==> config.mk <==
export PLATFORM = sky130hd
export DESIGN_NAME = hpsc_slot_ctrl
export DESIGN_NICKNAME = d
export VERILOG_FILES = /design/src/logic/hpsc_pkg.sv /design/src/logic/hpsc_cmd_if.sv /design/src/logic/hpsc_slot_ctrl.sv /design/src/logic/hpsc_evt.sv /design/src/logic/hpsc_cmd.sv
export SDC_FILE = /design/constraint.sdc
export NUM_CORES = 1
export LEC_CHECK = 0
export BUFFER_PORTS_ARGS = -buffer_cell sky130_fd_sc_hd__buf_4
export CORE_MARGIN = 2
export CORE_UTILIZATION = 50
export CTS_CLUSTER_DIAMETER = 120
export DETAILED_ROUTE_END_ITERATION = 12
export PLACE_DENSITY_LB_ADDON = 0.08
export RECOVER_POWER = 100
export REMOVE_ABC_BUFFERS = 1
export SYNTH_ARGS = -nofsm -noshare
export SYNTH_HDL_FRONTEND = slang
export SYNTH_SLANG_ARGS = --single-unit
export TNS_END_PERCENT = 1
==> constraint.sdc <==
create_clock -name clk -period 2.3 [get_ports clk]
set_input_delay 0.115 -clock clk [delete_from_list [all_inputs] [get_ports clk]]
set_output_delay 0.115 -clock clk [all_outputs]
set_load 0.05 [all_outputs]
==> src/logic/hpsc_pkg.sv <==
package hpsc_pkg;
    // Register byte offsets
    localparam logic [11:0] OFF_CAP = 12'h054;
    localparam logic [11:0] OFF_CTRL = 12'h058;
    localparam logic [11:0] OFF_STAT = 12'h060;
    localparam logic [11:0] OFF_CLR = 12'h064;
    localparam logic [11:0] OFF_IEN = 12'h068;

    // Slot control field positions
    localparam int CTL_BTN = 0;
    localparam int CTL_FLT = 1;
    localparam int CTL_LATCH = 2;
    localparam int CTL_PRES = 3;
    localparam int CTL_CMD_DONE_IRQ_ENABLE = 4;
    localparam int CTL_MASTER = 5;
    localparam int CTL_ATTN = 6;
    localparam int CTL_PLED = 8;
    localparam int CTL_PWR = 10;
    localparam int CTL_ILK = 11;
    localparam int CTL_DLL = 12;

    // Slot capability bit positions
    localparam int CAP_BTN = 0;
    localparam int CAP_PWR = 1;
    localparam int CAP_LATCH = 2;
    localparam int CAP_ATTN = 3;
    localparam int CAP_PLED = 4;
    localparam int CAP_HP = 6;
    localparam int CAP_ILK = 17;

    // Status and enable layout
    localparam int EVT_N = 6;
    localparam int ST_CC = 4;
    localparam int ST_DLL = 5;
    localparam int ST_LVL = 8;

    // Indicator codes
    localparam logic [1:0] LED_ON = 2'h1;
    localparam logic [1:0] LED_BLINK = 2'h2;
    localparam logic [1:0] LED_OFF = 2'h3;

    // Values after reset, store and write masks, synchroniser depth
    localparam logic [15:0] CTL_RST = 16'h01C0;
    localparam logic [15:0] CTL_STORE = 16'h17FF;
    localparam logic [31:0] CAP_RST = 32'h0000_0000;
    localparam logic [31:0] CAP_WMASK = 32'hFFFB_FFFF;
    localparam logic [5:0] IEN_RST = 6'h3F;
    localparam int SYNC_N = 3;

    typedef enum logic [1:0] {CMD_IDLE, CMD_REQ, CMD_REL} hpsc_cmd_e;
endpackage

==> src/logic/hpsc_cmd_if.sv <==
`timescale 1ns/1ps
interface hpsc_cmd_if;
    logic start;
    logic done;
    logic busy;
    modport ctl (output start, input done, input busy);
    modport seq (input start, output done, output busy);
endinterface

==> src/logic/hpsc_slot_ctrl.sv <==
`timescale 1ns/1ps
// Contract
// - Bits 0-3 enable button, fault, latch, presence interrupts or wake events.
// - Bit 12 enables interrupt or wake on link-active change.
// - Bit 4 enables command-complete interrupt only, never a wake.
// - Bit 5 is the master interrupt enable for all enabled events.
// - Fields without their capability read zero and ignore writes.
// - Bits 7:6 drive attention indicator; 1 on, 2 blink, 3 off; reset off.
// - Attention field reads zero without attention-indicator capability.
// - Bits 9:8 drive power indicator, same codes, reset on.
// - Power indicator field reads zero without power-indicator capability.
// - On the upstream port power indicator writes change no indicator.
// - Bit 10 sets slot power; 0 on, 1 off; reset on.
// - One write is one command; completion flagged after all actions finish. Writes made while a command runs share one queued command.
// - Each event sets its own status flag; writing one clears it.
// - Capability bits decide which control fields exist and are writable; the link-active enable, bit 12, exists whatever the capability.
module hpsc_slot_ctrl (
    input wire logic clk,
    input wire logic reset,
    input wire logic [11:0] addr,
    input wire logic [31:0] wdata,
    input wire logic wr,
    input wire logic rd,
    output logic [31:0] rdata,
    input wire logic upstream_port,
    input wire logic link_active,
    input wire logic btn_pin,
    input wire logic fault_pin,
    input wire logic latch_pin,
    input wire logic presence_pin,
    input wire logic ext_ack_pin,
    output logic [1:0] attention_led_ctrl,
    output logic [1:0] power_led_ctrl,
    output logic slot_power_ctrl,
    output logic interlock,
    output logic ext_req,
    output logic irq,
    output logic wake
);
    // Mask of control fields that exist for a given capability word
    function automatic logic [15:0] ctrl_mask(input logic [31:0] cap);
        logic [15:0] m;
        m = '0;
        m[hpsc_pkg::CTL_BTN] = cap[hpsc_pkg::CAP_BTN];
        m[hpsc_pkg::CTL_FLT] = cap[hpsc_pkg::CAP_PWR];
        m[hpsc_pkg::CTL_LATCH] = cap[hpsc_pkg::CAP_LATCH];
        m[hpsc_pkg::CTL_PRES] = cap[hpsc_pkg::CAP_HP];
        m[hpsc_pkg::CTL_CMD_DONE_IRQ_ENABLE] = cap[hpsc_pkg::CAP_HP];
        m[hpsc_pkg::CTL_MASTER] = cap[hpsc_pkg::CAP_HP];
        m[hpsc_pkg::CTL_ATTN +: 2] = {2{cap[hpsc_pkg::CAP_ATTN]}};
        m[hpsc_pkg::CTL_PLED +: 2] = {2{cap[hpsc_pkg::CAP_PLED]}};
        m[hpsc_pkg::CTL_PWR] = cap[hpsc_pkg::CAP_PWR];
        m[hpsc_pkg::CTL_ILK] = cap[hpsc_pkg::CAP_ILK];
        m[hpsc_pkg::CTL_DLL] = 1'b1;
        return m;
    endfunction

    hpsc_cmd_if cif ();

    logic [31:0] cap_q;
    logic [15:0] ctl_q;
    logic [15:0] ctl_eff;
    logic [15:0] wmask;
    logic [5:0] st_q;
    logic [5:0] st_set;
    logic [5:0] st_clr;
    logic [5:0] ien_q;
    logic [5:0] en_sel;
    logic [5:0] wake_sel;
    logic [3:0] pin_lvl;
    logic [3:0] pin_rise;
    logic [3:0] pin_chg;
    logic la_q;
    logic start_q;
    logic wr_ctl;
    logic [31:0] rd_val;

    // Pin events through synchronisers
    hpsc_evt #(
        .N(4)
    ) u_evt (
        .clk(clk),
        .reset(reset),
        .pin({presence_pin, latch_pin, fault_pin, btn_pin}),
        .level(pin_lvl),
        .rise(pin_rise),
        .change(pin_chg)
    );

    // Command sequencer toward the slot expander
    hpsc_cmd u_cmd (
        .clk(clk),
        .reset(reset),
        .cif(cif),
        .ack_pin(ext_ack_pin),
        .ext_req(ext_req)
    );

    // Decode and effective control view
    assign wr_ctl = wr && addr == hpsc_pkg::OFF_CTRL;
    assign wmask = ctrl_mask(cap_q) & hpsc_pkg::CTL_STORE;
    assign ctl_eff = ctl_q & ctrl_mask(cap_q);

    // Capability register, written by firmware
    always_ff @(posedge clk)
    begin
        if (reset)
            cap_q <= hpsc_pkg::CAP_RST;
        else if (wr && addr == hpsc_pkg::OFF_CAP)
            cap_q <= wdata & hpsc_pkg::CAP_WMASK;
    end

    // Slot control storage; missing fields keep their value
    always_ff @(posedge clk)
    begin
        if (reset)
            ctl_q <= hpsc_pkg::CTL_RST;
        else if (wr_ctl)
            ctl_q <= (wdata[15:0] & wmask) | (ctl_q & ~wmask);
    end

    // One write raises one start pulse toward the sequencer
    always_ff @(posedge clk)
    begin
        if (reset)
            start_q <= 1'b0;
        else
            start_q <= wr_ctl;
    end
    assign cif.start = start_q;

    // Indicator and power drive
    always_ff @(posedge clk)
    begin
        if (reset)
        begin
            attention_led_ctrl <= hpsc_pkg::LED_OFF;
            power_led_ctrl <= hpsc_pkg::LED_ON;
            slot_power_ctrl <= 1'b0;
        end
        else
        begin
            attention_led_ctrl <= ctl_q[hpsc_pkg::CTL_ATTN +: 2];
            if (!upstream_port)
                power_led_ctrl <= ctl_q[hpsc_pkg::CTL_PLED +: 2];
            slot_power_ctrl <= ctl_q[hpsc_pkg::CTL_PWR];
        end
    end

    // Interlock toggles on a written one
    always_ff @(posedge clk)
    begin
        if (reset)
            interlock <= 1'b0;
        else if (wr_ctl && wdata[hpsc_pkg::CTL_ILK] && cap_q[hpsc_pkg::CAP_ILK])
            interlock <= ~interlock;
    end

    // Link-active edge detect; follows the link in reset so release adds no change
    always_ff @(posedge clk)
    begin
        if (reset)
            la_q <= link_active;
        else
            la_q <= link_active;
    end

    // Sticky status; a set beats a same-cycle clear
    assign st_set = {link_active ^ la_q, cif.done, pin_chg[3:2], pin_rise[1:0]};
    assign st_clr = (wr && addr == hpsc_pkg::OFF_CLR) ? wdata[5:0] : 6'h00;
    always_ff @(posedge clk)
    begin
        if (reset)
            st_q <= 6'h00;
        else
            st_q <= (st_q & ~st_clr) | st_set;
    end

    // Interrupt enable register
    always_ff @(posedge clk)
    begin
        if (reset)
            ien_q <= hpsc_pkg::IEN_RST;
        else if (wr && addr == hpsc_pkg::OFF_IEN)
            ien_q <= wdata[5:0];
    end

    // Per-event gating
    assign en_sel = {ctl_eff[hpsc_pkg::CTL_DLL], ctl_eff[hpsc_pkg::CTL_CMD_DONE_IRQ_ENABLE],
        ctl_eff[hpsc_pkg::CTL_PRES:hpsc_pkg::CTL_BTN]};
    assign wake_sel = en_sel & 6'h2F;

    // Interrupt and wake outputs
    always_ff @(posedge clk)
    begin
        if (reset)
        begin
            irq <= 1'b0;
            wake <= 1'b0;
        end
        else
        begin
            irq <= ctl_eff[hpsc_pkg::CTL_MASTER] && |(st_q & en_sel & ien_q);
            wake <= |(st_q & wake_sel);
        end
    end

    // Read multiplexer
    always_comb
    begin
        rd_val = 32'h0000_0000;
        unique case (addr)
            hpsc_pkg::OFF_CAP: rd_val = cap_q;
            hpsc_pkg::OFF_CTRL: rd_val = {16'h0000, ctl_q & wmask};
            hpsc_pkg::OFF_STAT:
            begin
                rd_val[5:0] = st_q;
                rd_val[hpsc_pkg::ST_LVL +: 4] = {cif.busy, interlock, pin_lvl[3:2]};
            end
            hpsc_pkg::OFF_IEN: rd_val = {26'h0000000, ien_q};
            default: rd_val = 32'h0000_0000;
        endcase
    end

    // Read data stands only in the cycle after the strobe
    always_ff @(posedge clk)
    begin
        if (reset)
            rdata <= 32'h0000_0000;
        else
            rdata <= rd ? rd_val : 32'h0000_0000;
    end
endmodule

==> src/logic/hpsc_evt.sv <==
`timescale 1ns/1ps
module hpsc_evt #(
    parameter int N = 4
) (
    input wire logic clk,
    input wire logic reset,
    input wire logic [N-1:0] pin,
    output logic [N-1:0] level,
    output logic [N-1:0] rise,
    output logic [N-1:0] change
);
    if (N < 1)
    begin : g_bad
        $error("hpsc_evt needs at least one pin");
    end

    localparam int FILL_W = $clog2(hpsc_pkg::SYNC_N + 1);

    logic [FILL_W-1:0] fill_q;
    logic filled;

    // Edges since reset until every stage holds a real pin sample
    always_ff @(posedge clk)
    begin
        if (reset)
            fill_q <= '0;
        else if (!filled)
            fill_q <= fill_q + FILL_W'(1);
    end

    // Reset zeros agree too; loading them would fake an event later
    assign filled = fill_q == FILL_W'(hpsc_pkg::SYNC_N);

    for (genvar i = 0; i < N; i++)
    begin : g_pin
        logic [hpsc_pkg::SYNC_N-1:0] s_q;
        logic lvl_q;
        logic armed_q;
        logic agree;

        // Three-stage synchroniser
        always_ff @(posedge clk)
        begin
            if (reset)
                s_q <= '0;
            else
                s_q <= {s_q[1:0], pin[i]};
        end

        assign agree = s_q[1] == s_q[2];

        // Filtered level; first agreement after the fill loads silently
        always_ff @(posedge clk)
        begin
            if (reset)
            begin
                lvl_q <= 1'b0;
                armed_q <= 1'b0;
            end
            else if (agree && filled)
            begin
                lvl_q <= s_q[2];
                armed_q <= 1'b1;
            end
        end

        assign level[i] = lvl_q;
        assign change[i] = armed_q && agree && (s_q[2] != lvl_q);
        assign rise[i] = change[i] && s_q[2];
    end
endmodule

==> src/logic/hpsc_cmd.sv <==
`timescale 1ns/1ps
module hpsc_cmd (
    input wire logic clk,
    input wire logic reset,
    hpsc_cmd_if.seq cif,
    input wire logic ack_pin,
    output logic ext_req
);
    hpsc_pkg::hpsc_cmd_e state_q, state_d;
    logic [hpsc_pkg::SYNC_N-1:0] as_q;
    logic ack_q;
    logic pend_q;
    logic done_q;

    // Acknowledge synchroniser and filter
    always_ff @(posedge clk)
    begin
        if (reset)
        begin
            as_q <= '0;
            ack_q <= 1'b0;
        end
        else
        begin
            as_q <= {as_q[1:0], ack_pin};
            if (as_q[1] == as_q[2])
                ack_q <= as_q[2];
        end
    end

    // Request, wait for acknowledge, then for its release
    always_comb
    begin
        state_d = state_q;
        unique case (state_q)
            hpsc_pkg::CMD_IDLE: if (cif.start) state_d = hpsc_pkg::CMD_REQ;
            hpsc_pkg::CMD_REQ: if (ack_q) state_d = hpsc_pkg::CMD_REL;
            hpsc_pkg::CMD_REL:
                if (!ack_q)
                    state_d = (pend_q || cif.start) ? hpsc_pkg::CMD_REQ : hpsc_pkg::CMD_IDLE;
        endcase
    end

    // State, pending write and completion pulse
    always_ff @(posedge clk)
    begin
        if (reset)
        begin
            state_q <= hpsc_pkg::CMD_IDLE;
            pend_q <= 1'b0;
            done_q <= 1'b0;
            ext_req <= 1'b0;
        end
        else
        begin
            state_q <= state_d;
            ext_req <= state_d == hpsc_pkg::CMD_REQ;
            done_q <= state_q == hpsc_pkg::CMD_REL && state_d == hpsc_pkg::CMD_IDLE;
            if (cif.start && (state_q == hpsc_pkg::CMD_REQ
                || (state_q == hpsc_pkg::CMD_REL && ack_q)))
                pend_q <= 1'b1;
            else if (state_q == hpsc_pkg::CMD_REL && !ack_q)
                pend_q <= 1'b0;
        end
    end

    assign cif.done = done_q;
    assign cif.busy = state_q != hpsc_pkg::CMD_IDLE;
endmodule

Word level (Yosys, flattened, before mapping)
Cells that the tools add are included.
{"block": "totals", "output_inout_bits": 41, "latch_bits": 0, "elab_cells": 113, "rom_bits": 0, "register_bits": 132, "mem_count": 0, "ramBits": 0, "input_bits": 55}
{"block": "op_classes", "order_cmp": 0, "n_shift": 0, "n_mux": 12, "addsub": 1, "eq_ne": 18, "div_mod_pow": 0, "n_mul": 0, "reduce_logical": 35, "bitwise_logic": 15}
{"cell": "12-bit by 7-bit equality test with 1-bit output, second input constant", "n": 5}
{"cell": "20-bit one-hot mux with 2 select lines", "n": 1}
{"cell": "16-bit by 13-bit bitwise AND with 16-bit output", "n": 2}
{"cell": "1-bit logical AND", "n": 25}
{"cell": "6-bit bitwise AND", "n": 4}
{"cell": "6-bit one-hot mux with 4 select lines", "n": 1}
{"cell": "16-bit bitwise AND", "n": 1}
{"cell": "13-bit inverter with 16-bit output", "n": 1}
{"cell": "16-bit OR", "n": 1}
{"cell": "13-bit bitwise AND", "n": 1}
{"cell": "4-bit one-hot mux with 3 select lines", "n": 1}
{"cell": "6-bit OR reduction", "n": 2}
{"cell": "2-bit two-way mux", "n": 3}
{"cell": "6-bit two-way mux", "n": 1}
{"cell": "6-bit inverter", "n": 1}
{"cell": "6-bit OR", "n": 1}
{"cell": "2-bit one-hot mux with 3 select lines", "n": 1}
{"cell": "1-bit equality test", "n": 5}
{"cell": "2-bit by 1-bit equality test with 1-bit output, second input constant", "n": 2}
{"cell": "2-bit equality test, second input constant", "n": 2}
{"cell": "2-bit zero test", "n": 2}
{"cell": "1-bit != test", "n": 4}
{"cell": "2-bit one-hot mux with 2 select lines", "n": 1}
{"cell": "2-bit nonzero test", "n": 2}
{"cell": "7 further kinds", "n": 11}

Longest topological paths before layout
{"block": "depth", "ltp_word": 6, "ltp_mapped": 7, "mapped_depth_nobuf": 6}

Modules after synthesis
From an unflattened synthesis, not the netlist that was laid out.
{"block": "hier_totals", "cells_unflattened": 521, "hier_area_um2": 5023.6}
{"mod": "hpsc_slot_ctrl", "seq_area_each_um2": 1921.8, "n_inst": 1, "cells_each": 386, "area_each_um2": 3648.5}
{"mod": "hpsc_evt", "seq_area_each_um2": 440.4, "n_inst": 1, "cells_each": 95, "area_each_um2": 970.9}
{"mod": "hpsc_cmd", "seq_area_each_um2": 180.2, "n_inst": 1, "cells_each": 40, "area_each_um2": 404.1}

Least setup slack after synthesis
Ideal clock, no wire load.
{"block": "synth_timing", "path_kind": "input to register", "from": "input port addr[7]", "to": "register rdata[17]", "path_buffers": 2, "t_arrival_ns": 1.548, "stages": 6, "required_time_ns": 2.241, "setup_slack_ns": 0.694, "cell_sequence": "or4b_4 -> or3_1 -> buf_6 -> nor2_8 -> buf_6 -> and2_1"}
{"block": "synth_between", "elab_chain_len": 2, "elab_cells_between_ends": 3}
{"item": "start, declared", "line_no": "hpsc_slot_ctrl.sv:20", "rtl": "input wire logic [11:0] addr,"}
{"item": "12-bit by 7-bit equality test with 1-bit output", "line_no": "hpsc_slot_ctrl.sv:212", "rtl": "unique case (addr)"}
{"item": "20-bit one-hot mux with 2 select lines (*)", "line_no": "hpsc_slot_ctrl.sv:212"}
{"item": "end signal, assigned", "line_no": "hpsc_slot_ctrl.sv:231", "rtl": "rdata <= rd ? rd_val : 32'h0000_0000;"}
{"item": "end, declared", "line_no": "hpsc_slot_ctrl.sv:24", "rtl": "output logic [31:0] rdata,"}
Every way passes the cells marked *; elsewhere a longest branch is shown, timed or not.
A chain may end at the register's enable or synchronous reset.

Worst setup path after layout
{"block": "layout_timing", "from": "input port addr[3]", "to": "register cap_q[9]"}
{"block": "layout_between", "elab_chain_len": 2}
{"item": "12-bit by 7-bit equality test with 1-bit output", "line_no": "hpsc_slot_ctrl.sv:109", "rtl": "else if (wr && addr == hpsc_pkg::OFF_CAP)"}
{"item": "1-bit logical AND", "line_no": "hpsc_slot_ctrl.sv:109"}
{"item": "end signal, assigned", "line_no": "hpsc_slot_ctrl.sv:108", "rtl": "cap_q <= hpsc_pkg::CAP_RST;"}
{"item": "end signal, assigned", "line_no": "hpsc_slot_ctrl.sv:110", "rtl": "cap_q <= wdata & hpsc_pkg::CAP_WMASK;"}
{"item": "end, declared", "line_no": "hpsc_slot_ctrl.sv:60", "rtl": "logic [31:0] cap_q;"}
Every way passes these cells.

==> results.json <==
{
  "multi_input_area_mm2": 0.00206,
  "overflow": 0,
  "layout_min_cycle_time_ps": 2070,
  "coreArea_mm2": 0.00928,
  "critPathArrivalTime_ps": 2510,
  "io_pins": 96,
  "area_delta_synth_final_pct": 36.0,
  "fin_nets": 726,
  "start_kind": "input port",
  "fmax_mhz": 483,
  "worstPathMaxFanout": 24,
  "cp.required_ps": 2740,
  "final_max_slew_viol_count": 0,
  "seq_area_mm2": 0.00254,
  "routed_wl_mm": 12.0,
  "die_area_mm2": 0.0104,
  "grt_pass1_vias": 4071,
  "avgSynthCellArea_um2": 9.14,
  "grt_pass1_wl_mm": 19.3,
  "final.setup.tns_ps": 0,
  "dp_slack_ps": 360,
  "wire_per_inst_um": 14.8,
  "cts_setup_buffers": 0,
  "cts_tree": "done",
  "synth.distinct_cells": 49,
  "vias_per_cell": 5.24,
  "yosys.area.top_type_share_pct": 53.0,
  "cts_buffers": 17,
  "synthSimpleGateAreaFrac_pct": 22.9,
  "layout-drive-gt1-share_pct": 15.7,
  "root_buffer": "clkbuf_8",
  "criticalPathCategory": "input port to register",
  "num_rows": 35,
  "hold_path_class": "input port to register",
  "syn_area_mm2": 0.00480,
  "place_inst": 736,
  "track_usage_pct": 23.8,
  "clock_latency_ps": 510,
  "drt_iter0_drc": 193,
  "grt_max_degree": 44,
  "initial_core_util_pct": 51.7,
  "synthTopCellsByArea": "dfxtp_1 53%, nand2_1 6.7%, a21oi_1 6.6%",
  "die-width_um": 102,
  "seq_area_frac_synth_pct": 53.0,
  "final-instance-count-excl-fill": 809,
  "cp-end-kind": "register",
  "worstMarginPinSlew_ps": 1240,
  "holdWs_ps": 138,
  "fin_skew_ps": 8.30,
  "synth-compound-area-share_pct": 16.0,
  "htreeDepth": 4,
  "port_buffers": 93,
  "rsz0062_at_grt": "false",
  "timing.final.crit_share_pct": 90.0,
  "synth_fa_ha_area_share_pct": 1.04,
  "p_per_area_mw_per_mm2": 815,
  "drc_errors": 0,
  "cts_hold_buffers": 41,
  "synth_edf_count": 0,
  "ant_nets": 0,
  "synthArstFlopShare_pct": 0,
  "p_leak_nw": 2.46,
  "synthCells": 525,
  "synthFlopType": "dfxtp_1",
  "antenna_cells": 0,
  "synth_top_cell_by_area": "dfxtp_1",
  "synth_top_family_by_area": "simple AND/OR/NAND/NOR gates",
  "yosysMostFrequentCell": "dfxtp_1",
  "post-dp-hpwl_mm": 7.74,
  "ys_ff_latch": 127,
  "fin_ws_ps": 231,
  "hold_viol_final": 0,
  "nFillCells": 804,
  "gp_congestion": 0.870,
  "slew_headroom_pct": 16.5,
  "maxCapViolCount": 0,
  "drt-pass1-iter-count": 5,
  "synth_common_cells": "127 x dfxtp_1, 86 x nand2_1, 63 x a21oi_1",
  "cts-resized-gates": 0,
  "peakVddDrop_mv": 0.585,
  "outcome": "completed",
  "synth_mux_area_share_pct": 1.67,
  "vias": 4241,
  "antenna_found_initial": 0,
  "setup_viol": 0,
  "die_h_um": 102,
  "yosys_warnings": 0,
  "clkTransAtPathRegs_ps": 60,
  "clk_path_buf_depth": 2,
  "cts_sinks": 127,
  "synthXorXnorAreaFrac_pct": 1.10
}
==> placed cells by master, fill, tap and decap left out, types with 4 or more instances in the layout <==
cell           instances
a32oi_1                9
a21o_1                 4
nand2_1               86
and2_1                16
o22a_1                 4
nor2b_1               18
o21ai_0               21
a21oi_1               63
bufinv_16              4
inv_1                 20
dfxtp_1              127
xnor2_1                5
nor4b_1                4
clkbuf_16             16
dlygate4sd3_1         41
nor3_1                 5
nor2_1                29
clkbuf_1              44
mux2i_1                8
nand4_1                7
ha_1                   4
a211o_1                7
nand3_1               16
buf_4                 61
==> layout make-up <==
type | count | share of cell area (%)
clock inverters | 12 | 2.80
multi-input cells | 351 | 31.5
well taps | 129 | 2.47
repair buffers | 150 | 16.2
inverters | 20 | 1.15
flip-flops and latches | 127 | 39.0
clock buffers | 20 | 6.83
==> report_power, final <==
part | total [mW] | leakage (nW) | internal, mW | switching (mW)
sequential | 2.25 | 1.03 | 2.23 | 0.0192
clock | 2.79 | 0.298 | 1.83 | 0.966
combinational | 0.274 | 1.14 | 0.147 | 0.127
total | 5.32 | 2.46 | 4.20 | 1.11
==> stage by stage <==
step | power, mW | util (%) | area (µm²)
2_1_floorplan | 2.37 | - | 4670
3_3_place_gp | 2.51 | 61.0 | 5660
6_report | 5.32 | 70.3 | 6520
5_1_grt | 5.49 | 70.3 | 6520
3_5_place_dp | 2.52 | 61.0 | 5660
4_1_cts | 5.36 | 72.1 | 6700
==> layer usage <==
layer / wire [µm] / track usage [%]
met5: 0 / 0
met4: 121 / 7.49
met3: 713 / 5.95
met2: 6030 / 40.0
met1: 5130 / 30.2
==> cells by family (layout without fill, tap and decap cells) <==
| kind of cell | count (synthesis) | after routing |
|---|---|---|
| XOR/XNOR | 6 | 6 |
| other | 1 | 1 |
| AND/OR/NAND/NOR | 208 | 208 |
| multiplexers | 8 | 8 |
| buffers and inverters | 47 | 202 |
| AO/OA/AOI/OAI | 124 | 124 |
| adder cells (fa/ha/maj) | 4 | 4 |
| flip-flops | 127 | 127 |
==> final timing paths <==
path / depth (start not counted) / slack (ps) / end / start
setup / recovery: 7 / 230 / cap_q[9] / addr[3]
hold / removal: 5 / 140 / register / addr[8]
setup reg to reg: 6 / 400 / u_cmd.cif.done / u_cmd.state_q[1]
hold reg to reg: 1 / 430 / u_cmd.as_q[1] / u_cmd.as_q[0]
==> worst max-delay path, stage by stage <==
cell and delay [ps]:
clkbuf_2 260, or4b_4 670, nor4_4 300, clkbuf_4 380, nand2_1 90, a21oi_1 120, dlygate4sd3_1 570
==> flip-flops by register name (all words and copies together) (netlist names), 2 cells and up, named ones only <==
| name | count |
|---|---|
| attention_led_ctrl | 2 |
| cap_q | 31 |
| ien_q | 6 |
| power_led_ctrl | 2 |
| rdata | 31 |
| st_q | 6 |
| u_cmd.as_q | 3 |
| u_cmd.state_q | 2 |
| u_evt.fill_q | 2 |
| u_evt.g_pin.armed_q | 4 |
| u_evt.g_pin.lvl_q | 4 |
| u_evt.g_pin.s_q | 12 |
No activity file was read; power rests on OpenSTA's default activity.
